===== config.mk =====
export PLATFORM = sky130hd
export DESIGN_NAME = rms_sequencer
export DESIGN_NICKNAME = d
export VERILOG_FILES = /design/src/shared/rms_pkg.sv /design/src/rtl/rms_sequencer.sv
export VERILOG_INCLUDE_DIRS = /design/src /design/src/shared
export SDC_FILE = /design/constraint.sdc
export NUM_CORES = 1
export LEC_CHECK = 0
export ABC_AREA = 1
export BUFFER_PORTS_ARGS = -buffer_cell sky130_fd_sc_hd__buf_4
export CAP_MARGIN = 40
export CORE_MARGIN = 10
export CORE_UTILIZATION = 48
export CTS_CLUSTER_DIAMETER = 60
export CTS_CLUSTER_SIZE = 40
export DETAILED_ROUTE_END_ITERATION = 8
export PLACE_DENSITY = 0.66
export SLEW_MARGIN = 10
export SYNTH_ARGS = -nofsm -noshare
export SYNTH_HDL_FRONTEND = slang
export SYNTH_SLANG_ARGS = --single-unit

===== constraint.sdc =====
create_clock -name sys_clk -period 2.5 [get_ports sys_clk]
set_input_delay 0.125 -clock sys_clk [delete_from_list [all_inputs] [get_ports sys_clk]]
set_output_delay 0.125 -clock sys_clk [all_outputs]
set_load 0.02 [all_outputs]

===== src/shared/rms_regs.svh =====
// Register offsets, field positions, reset values and timing counts
// Assumes a 25 MHz system clock and a 32-bit Avalon-MM register bus
//
// Functional notes
// - Clock output tap toggles once the device is ready after reset.
// - In listen mode an event is raised when a packet is received.
// - Preamble listen: wake every T1+T2, receive for T2, else back to sleep.
// - Preamble listen: on preamble found, sequencer stops, receive stays on.
// - Preamble found routes to event line 4 with map 11 and select bit set.
// - Preamble config: sleep idle, start 00, lowpower 1, idle 1, rx 110.
// - Sync listen: receive only for preamble window, low power otherwise.
// - Preamble in window: stay receiving; no sync by T2 end resumes polling.
// - Sync match: raise sync event, stop sequencer, stay in receive.
// - Sync config: rx 101 stops on sync, expiry 10 to lowpower selection.
// - Beacon repeats only with repeat bit set and sequencer running.
// - Beacon: transmit every T1+T2, return to idle after packet sent.
// - Beacon loops forever until the halt bit is set.
// - Beacon config: idle 0 to transmit on T1, tx 0 to lowpower selection.
`ifndef RMS_REGS_SVH
`define RMS_REGS_SVH

// ============================================================
// Register offsets (word addresses)
`define RMS_OFS_CTRL      4'h0
`define RMS_OFS_SEQCFG    4'h1
`define RMS_OFS_FIRST_SLEEP_TIMER    4'h2
`define RMS_OFS_SECOND_WINDOW_TIMER    4'h3
`define RMS_OFS_WINDOW    4'h4
`define RMS_OFS_DIOMAP    4'h5
`define RMS_OFS_STATUS    4'h6

// ============================================================
// Control fields
`define RMS_CTRL_START    0
`define RMS_CTRL_HALT     1
`define RMS_CTRL_BEACON   2

// Sequencer configuration fields
`define RMS_CFG_IDLE      0
`define RMS_CFG_START_LO  1
`define RMS_CFG_LOWPWR    3
`define RMS_CFG_IDLE_NEXT 4
`define RMS_CFG_RX_LO     5
`define RMS_CFG_EXP_LO    8
`define RMS_CFG_TX_NEXT   10

// Event mapping fields
`define RMS_MAP_EVENT_LINE_4_LO   0
`define RMS_MAP_PRE_SEL   2

// ============================================================
// Reset values
`define RMS_SEQCFG_RST    11'h000
`define RMS_TIMER_RST     16'h0001
`define RMS_WINDOW_RST    16'h0001

// ============================================================
// Timing
`define RMS_CLK_MHZ       25
`define RMS_READY_US      5000
`define RMS_READY_CYC     (`RMS_READY_US * `RMS_CLK_MHZ)
`define RMS_TICK_NS       64000
`define RMS_TICK_CYC      ((`RMS_TICK_NS) / 40)

`endif


===== src/shared/rms_pkg.sv =====
// Types shared by the radio mode sequencer
// Assumes the constants header is included alongside
package rms_pkg;

  // ============================================================
  // Sequencer states
  typedef enum logic [5:0] {
    RMS_OFF    = 6'h01,
    RMS_LOWSEL = 6'h02,
    RMS_IDLE   = 6'h04,
    RMS_RX     = 6'h08,
    RMS_TX     = 6'h10,
    RMS_STBY   = 6'h20
  } rms_state_t;

  // Radio events from the modem
  typedef struct packed {
    logic preamble_found;
    logic sync_match;
    logic frame_ready_event;
    logic tx_done_event;
  } rms_events_t;

  // Radio operating mode requested of the modem
  typedef struct packed {
    logic rx_on;
    logic tx_on;
    logic sleep_on;
    logic stby_on;
  } rms_radio_t;

endpackage


===== src/rtl/rms_sequencer.sv =====
// Top-level mode sequencer with Avalon-MM register slave
// Assumes modem events are one-cycle pulses synchronous to sys_clk
//
// Added by the designer: register access over Avalon-MM and the address map.
`timescale 1ns/1ps
`include "rms_regs.svh"

module rms_sequencer
  import rms_pkg::*;
#(
  parameter int READY_CYC = `RMS_READY_CYC,
  parameter int TICK_CYC  = `RMS_TICK_CYC
)
(
  input  wire logic        sys_clk,
  input  wire logic        nrst,
  input  wire logic [3:0]  avs_address,
  input  wire logic        avs_read,
  input  wire logic        avs_write,
  input  wire logic [31:0] avs_writedata,
  input  wire logic [3:0]  avs_byteenable,
  output logic [31:0]      avs_readdata,
  output logic             avs_waitrequest,
  input  rms_events_t      events,
  output rms_radio_t       radio,
  output logic             clock_output_tap,
  output logic             event_line_4,
  output logic             irq_frame
);

  // Refuse counts that the counters cannot hold
  if (READY_CYC < 1 || TICK_CYC < 1 || TICK_CYC > 65536)
  begin : g_bad_counts
    $error("rms_sequencer: counts out of range");
  end

  // ============================================================
  // State
  typedef struct packed {
    rms_state_t  st;
    logic        running;
    logic        in_window;
    logic        pre_seen;
    logic        phase2;
    logic [31:0] ready_cnt;
    logic        ready;
    logic [15:0] tick_cnt;
    logic [15:0] tmr;
    logic [15:0] win;
    logic        beacon_repeat_en;
    logic [10:0] seqcfg;
    logic [15:0] t1;
    logic [15:0] t2;
    logic [15:0] rx_preamble_window;
    logic [2:0]  dio;
    logic        ack;
    logic [31:0] rdata;
    logic        tap;
    logic        ev4;
    logic        irq;
  } rms_s_t;

  rms_s_t r;
  rms_s_t next_r;

  logic       idle_kind_sel;
  logic [1:0] start_next_sel;
  logic       lowpwr_next_sel;
  logic       idle_next_sel;
  logic [2:0] rx_next_sel;
  logic [1:0] rx_expiry_next_sel;
  logic       tx_next_sel;
  logic       wr;
  logic       rd;
  logic       tick;

  assign idle_kind_sel      = r.seqcfg[`RMS_CFG_IDLE];
  assign start_next_sel     = r.seqcfg[`RMS_CFG_START_LO +: 2];
  assign lowpwr_next_sel    = r.seqcfg[`RMS_CFG_LOWPWR];
  assign idle_next_sel      = r.seqcfg[`RMS_CFG_IDLE_NEXT];
  assign rx_next_sel        = r.seqcfg[`RMS_CFG_RX_LO +: 3];
  assign rx_expiry_next_sel = r.seqcfg[`RMS_CFG_EXP_LO +: 2];
  assign tx_next_sel        = r.seqcfg[`RMS_CFG_TX_NEXT];

  // Reads load data in the first cycle; writes land when waitrequest is low
  assign wr              = avs_write && r.ack;
  assign rd              = avs_read && !r.ack;
  assign avs_waitrequest = (avs_read || avs_write) && !r.ack;
  assign avs_readdata    = r.rdata;
  assign clock_output_tap = r.tap;
  assign event_line_4    = r.ev4;
  assign irq_frame       = r.irq;
  assign tick            = (r.tick_cnt == 16'(TICK_CYC - 1));

  function automatic logic [15:0] rms_merge(input logic [15:0] old,
                                            input logic [31:0] d,
                                            input logic [3:0]  be);
    logic [15:0] v;
    v = old;
    if (be[0])
      v[7:0] = d[7:0];
    if (be[1])
      v[15:8] = d[15:8];
    return v;
  endfunction

  function automatic logic [15:0] rms_load(input logic [15:0] v);
    return (v == 16'h0000) ? 16'h0001 : v;
  endfunction

  always_comb
  begin
    next_r     = r;
    next_r.ack = (avs_read || avs_write) && !r.ack;

    // ============================================================
    // Readiness and clock tap
    if (!r.ready)
    begin
      next_r.ready_cnt = r.ready_cnt + 32'h0000_0001;
      if (r.ready_cnt == 32'(READY_CYC - 1))
        next_r.ready = 1'b1;
    end
    next_r.tap = r.ready ? ~r.tap : 1'b0;

    // timers tick on RC time base
    next_r.tick_cnt = tick ? 16'h0000 : r.tick_cnt + 16'h0001;

    // ============================================================
    // Register writes
    if (wr)
    begin
      case (avs_address)
        `RMS_OFS_CTRL:
        begin
          if (avs_byteenable[0])
          begin
            next_r.beacon_repeat_en = avs_writedata[`RMS_CTRL_BEACON];
            if (avs_writedata[`RMS_CTRL_START] && !r.running)
            begin
              next_r.running = 1'b1;
              next_r.phase2  = 1'b0;
              next_r.st      = RMS_LOWSEL;
              if (start_next_sel != 2'b00)
                next_r.st = RMS_STBY;
            end
            if (avs_writedata[`RMS_CTRL_HALT])
            begin
              next_r.running = 1'b0;
              next_r.st      = RMS_OFF;
            end
          end
        end
        `RMS_OFS_SEQCFG: next_r.seqcfg = 11'(rms_merge(16'(r.seqcfg), avs_writedata,
                                                       avs_byteenable));
        `RMS_OFS_FIRST_SLEEP_TIMER: next_r.t1 = rms_merge(r.t1, avs_writedata, avs_byteenable);
        `RMS_OFS_SECOND_WINDOW_TIMER: next_r.t2 = rms_merge(r.t2, avs_writedata, avs_byteenable);
        `RMS_OFS_WINDOW:
          next_r.rx_preamble_window = rms_merge(r.rx_preamble_window, avs_writedata,
                                                avs_byteenable);
        `RMS_OFS_DIOMAP:
          if (avs_byteenable[0])
            next_r.dio = avs_writedata[2:0];
        default: next_r.dio = r.dio;
      endcase
    end
    if (rd)
    begin
      case (avs_address)
        `RMS_OFS_CTRL:   next_r.rdata = {29'h0, r.beacon_repeat_en, 1'b0, r.running};
        `RMS_OFS_SEQCFG: next_r.rdata = {21'h0, r.seqcfg};
        `RMS_OFS_FIRST_SLEEP_TIMER: next_r.rdata = {16'h0, r.t1};
        `RMS_OFS_SECOND_WINDOW_TIMER: next_r.rdata = {16'h0, r.t2};
        `RMS_OFS_WINDOW: next_r.rdata = {16'h0, r.rx_preamble_window};
        `RMS_OFS_DIOMAP: next_r.rdata = {29'h0, r.dio};
        `RMS_OFS_STATUS: next_r.rdata = {24'h0, r.ready, r.irq, r.st};
        default:         next_r.rdata = 32'h0000_0000;
      endcase
    end

    // ============================================================
    // preamble to event line 4
    next_r.ev4 = events.preamble_found && r.dio[`RMS_MAP_PRE_SEL]
                 && (r.dio[`RMS_MAP_EVENT_LINE_4_LO +: 2] == 2'b11);
    next_r.irq = events.frame_ready_event || events.sync_match;

    // ============================================================
    // Sequencer
    if (r.running && !(wr && avs_address == `RMS_OFS_CTRL))
    begin
      case (r.st)
        RMS_LOWSEL:
        begin
          next_r.st     = lowpwr_next_sel ? RMS_IDLE : RMS_OFF;
          // Finish what is left of the second timer before the first starts
          next_r.phase2 = r.phase2 && (r.tmr != 16'h0000);
          next_r.tmr    = next_r.phase2 ? r.tmr : rms_load(r.t1);
          if (!lowpwr_next_sel)
            next_r.running = 1'b0;
        end
        RMS_IDLE:
        begin
          if (tick)
          begin
            next_r.tmr = r.tmr - 16'h0001;
            if (r.tmr == 16'h0001)
            begin
              if (r.phase2)
              begin
                next_r.phase2 = 1'b0;
                next_r.tmr    = rms_load(r.t1);
              end
              else
              begin
                next_r.st = idle_next_sel ? RMS_RX : RMS_TX;
                if (!idle_next_sel && !r.beacon_repeat_en)
                begin
                  next_r.st      = RMS_OFF;
                  next_r.running = 1'b0;
                end
                next_r.tmr       = rms_load(r.t2);
                next_r.win       = rms_load(r.rx_preamble_window);
                next_r.in_window = 1'b1;
                next_r.pre_seen  = 1'b0;
              end
            end
          end
        end
        RMS_RX:
        begin
          if (tick)
          begin
            next_r.tmr = (r.tmr == 16'h0000) ? 16'h0000 : r.tmr - 16'h0001;
            next_r.win = (r.win == 16'h0000) ? 16'h0000 : r.win - 16'h0001;
          end
          if (events.preamble_found)
            next_r.pre_seen = 1'b1;
          if (rx_next_sel == 3'b110 && events.preamble_found)
          begin
            next_r.running = 1'b0;
            next_r.st      = RMS_OFF;
          end
          else if (rx_next_sel == 3'b101 && events.sync_match)
          begin
            next_r.running  = 1'b0;
            next_r.st       = RMS_OFF;
            next_r.pre_seen = 1'b1;
          end
          else if (rx_next_sel == 3'b101 && tick && r.win == 16'h0001 && !r.pre_seen
                   && !events.preamble_found)
          begin
            next_r.st     = (rx_expiry_next_sel == 2'b10) ? RMS_LOWSEL : RMS_OFF;
            next_r.phase2 = 1'b1;
            if (rx_expiry_next_sel != 2'b10)
              next_r.running = 1'b0;
          end
          else if (tick && r.tmr == 16'h0001)
            next_r.st = RMS_LOWSEL;
        end
        // back to lowpower after packet sent, or off when the tx next bit is set
        RMS_TX:
        begin
          // Second timer keeps running so the period stays first plus second
          if (tick && r.tmr != 16'h0000)
            next_r.tmr = r.tmr - 16'h0001;
          if (events.tx_done_event)
          begin
            next_r.st     = tx_next_sel ? RMS_OFF : RMS_LOWSEL;
            next_r.phase2 = 1'b1;
            if (tx_next_sel)
              next_r.running = 1'b0;
          end
        end
        default: next_r.st = r.st;
      endcase
    end
  end

  // ============================================================
  // Radio mode: receive persists after sequencer stops in receive
  always_comb
  begin
    radio.rx_on    = (r.st == RMS_RX) || (!r.running && r.pre_seen);
    radio.tx_on    = (r.st == RMS_TX);
    radio.sleep_on = (r.st == RMS_IDLE) && idle_kind_sel;
    radio.stby_on  = !radio.rx_on && !radio.tx_on && !radio.sleep_on;
  end

  always_ff @(posedge sys_clk or negedge nrst)
  begin
    if (!nrst)
    begin
      r        <= '0;
      r.st     <= RMS_OFF;
      r.seqcfg <= `RMS_SEQCFG_RST;
      r.t1     <= `RMS_TIMER_RST;
      r.t2     <= `RMS_TIMER_RST;
      r.rx_preamble_window <= `RMS_WINDOW_RST;
    end
    else
      r <= next_r;
  end

endmodule


==> results.json <==
{
  "p_int_mw": 4.66,
  "die-height_um": 166,
  "final.setup.tns_ns": 0,
  "initial_core_util": 0.488,
  "synth_cell_types": 47,
  "grt_pass1_vias": 8820,
  "drt-total-wl_mm": 28.3,
  "dp_hpwl_mm": 21.4,
  "drive_gt1_frac": 0.107,
  "synth.cell_area_um2": 10300,
  "r2r_end": "r[129]",
  "path_class": "reg -> out",
  "rrSetupSlack_ns": 0.31,
  "arrival_ns": 2.13,
  "powerDensity_nw_per_um2": 585,
  "coreArea_um2": 21000,
  "rsz0062_at_grt": "no",
  "worst_pin_slew_ns": 0.536,
  "cp_slowest_cell": "dfstp_2",
  "num_vias": 9203,
  "final_nets": 1515,
  "pwr-share-comb": 0.138,
  "ant_nets": 0,
  "io_buffers": 53,
  "hold_violations": 0,
  "max_stage_delay_ns": 0.56,
  "maxCapViolCount": 0,
  "async_flop_share": 1.00,
  "timing.rr.start": "r[115]",
  "via_per_inst": 5.26,
  "path_common_cell": "buf_4",
  "power.share.switching": 0.313,
  "drtPass1Iterations": 5,
  "outcome": "complete, no violations",
  "final_util": 0.551,
  "syn_to_final_growth_pct": 13.1,
  "p_leak_nw": 5.74,
  "place.gp.congestion": 0.923,
  "crit_fanout": 10,
  "clock_skew_ns": 0.0122,
  "max_freq_mhz": 443,
  "finalMaxSlewViolations": 0,
  "start_kind": "register",
  "die_area_um2": 27600,
  "grt_max_degree": 56,
  "core.rowCount": 53,
  "grt_pass1_wl_mm": 46.0,
  "die_w_um": 166,
  "cts_tree": "done",
  "finalPower_mw": 6.78,
  "synthFlopType": "dfrtp_1",
  "seqPwrFrac": 0.463,
  "crit_path_end_kind": "output pin",
  "min_to": "r[49]",
  "syn_avg_cell_area_um2": 7.33,
  "hold_class": "in -> reg",
  "track_usage": 0.202,
  "period_share": 0.903,
  "drc_errors": 0,
  "drt-initial-drc-count": 800,
  "postSynthCellCount": 1398,
  "clock-sinks": 173,
  "r2r_cells": 11,
  "io_pins": 88,
  "relSlewSlack": 0.639,
  "n_antenna_cell": 0,
  "yosysWarnings": 0,
  "worst_ep_required_time_ns": 2.38,
  "wire_per_inst_um": 16.2,
  "clk_pin_slew_ns": 0.08,
  "min_period_ns": 2.26,
  "cts-root-buf": "clkbuf_16",
  "globalRoute.totalOverflow": 0,
  "post_cts_resized": 0,
  "path_cells": "nor2_2 > nand4_2 > inv_2 > buf_4 > nor3_1 > buf_4",
  "whs_ns": 0.0211,
  "setup_viol": 0,
  "holdCritStartpoint": "avs_writedata[10]",
  "insertion_delay_ns": 0.44,
  "clockBufferDepth": 2,
  "synth-edff-count": 0,
  "synth-seq-cells": 173,
  "yosysSeqAreaShare": 0.423,
  "antenna_found_initial": 0,
  "cts_buffers": 17,
  "pwr-share-clk": 0.399,
  "htreeDepth": 4,
  "hold_depth": 3,
  "worst_ir_drop_vdd_uv": 423,
  "p_sw_mw": 2.12
}
[synthesized netlist by cell type (5+ instances only)]
cell type	count	area (um^2)
a21oi_1	19	95.1
buf_4	34	255
clkbuf_1	16	60.1
dfrtp_1	169	4230
ha_1	7	87.6
inv_1	172	646
inv_2	5	18.8
mux2_2	8	90.1
nand2_1	394	1480
nand2_2	8	50.1
nand3_1	108	541
nand3b_1	11	82.6
nand4_1	29	181
nor2_1	124	465
nor2_2	11	68.8
nor3_1	20	100
nor4_1	10	62.6
o21ai_0	117	586
o21ai_1	11	55.1
o221ai_1	7	61.3
o22ai_1	19	119
xnor2_1	16	140
xor2_1	34	298
[per-layer routing]
metal / vias to the layer above / part of all wire / track usage / wire (um)
met3: 40 / 0.067 / 0.0450 / 1890
met5: - / 0 / 0 / 0
met4: 0 / 0.021 / 0.0659 / 607
met2: 302 / 0.46 / 0.320 / 13000
met1: 4250 / 0.45 / 0.269 / 12800
li1: 4611 / - / - / -
[power by group through the flow]
stage	clock [mW]	combinational, mW	sequential [mW]
detailed placement	0	0.919	3.19
finish	2.70	0.937	3.14
global route	2.88	1.05	3.17
global placement	0	0.905	3.19
floorplan	0	0.631	3.14
CTS	2.75	0.934	3.14
[critical path, delay by kind of cell, from the launching register on]
family                 cells  cell delay (ns)
AND/OR/NAND/NOR            3             0.66
flip-flops                 1             0.56
buffers and inverters      3             0.48
[layout by cell type (no fill, tap or decap), types with 8 or more instances in the layout]
master         instances
xor2_1                34
nor2_1               124
nor4_1                10
o21ai_0              117
nand2_1              394
mux2_2                 8
nor2_2                11
nand4_1               29
nand3b_1              11
conb_1                16
buf_4                 75
dfrtp_1              169
nand3_1              108
xnor2_1               16
o21ai_1               11
nand2_2                8
clkbuf_16             17
dlygate4sd3_1          8
a21oi_1               19
nor3_1                20
o22ai_1               19
inv_1                172
[layout make-up]
cell class | instances | area, um^2
clock buffer | 17 | 425
clock inverter | 15 | 186
fill | 2035 | 9430
inverter | 179 | 674
multi-input combinational | 1003 | 4930
sequential | 173 | 4330
tap | 275 | 344
timing repair buffer | 86 | 694
[flip-flops by register name, indices dropped and copies added, names as in the netlist]
| name | flops |
|---|---|
| idle_kind_sel | 1 |
| lowpwr_next_sel | 1 |
| idle_next_sel | 1 |
| avs_readdata | 16 |
| clock_output_tap | 1 |
| r | 151 |
| irq_frame | 1 |
| event_line_4 | 1 |
[how the worst max path moves through the flow]
stage                start        to  slack (ns)  depth (start not counted)
floorplan           r[115]    r[123]        0.67                         12
detailed placement  r[115]    r[129]        0.37                         11
global placement    r[126]    r[114]        0.39                          8
global route        r[115]    r[129]        0.06                         11
finish              r[184]  radio[0]        0.24                          6
CTS                 r[184]  radio[0]        0.26                          6
[per-stage QoR]
| stage | worst slack [ns] | cells | instance area, um^2 |
|---|---|---|---|
| after floorplan | 0.665 | 1413 | 10300 |
| after global placement | 0.387 | 1708 | 10900 |
| after detailed placement | 0.371 | 1708 | 10900 |
| after CTS | 0.256 | 1748 | 11600 |
| after global routing | 0.0618 | 1748 | 11600 |
| final | 0.243 | 1748 | 11600 |
[what timing repair did]
| item | 4_1_cts | 5_1_grt |
|---|---|---|
| setup buffers | 0 | 0 |
| hold buffers | 8 | 0 |
| hold endpoints to repair | 54 | 0 |
[kinds of logic (layout without fill, tap and decap cells)]
group / after synthesis / in the layout / synth area share
DFF: 173 / 173 / 0.423
AOI/OAI and AO/OA: 191 / 191 / 0.103
other: 1 / 16 / 0.000366
xor gates and xnor gates: 50 / 50 / 0.0427
buffers and inverters: 237 / 297 / 0.101
and+or+nand+nor: 731 / 731 / 0.313
muxes: 8 / 8 / 0.00879
adders and majority gates: 7 / 7 / 0.00854
Power figures use the tool's default switching activity.
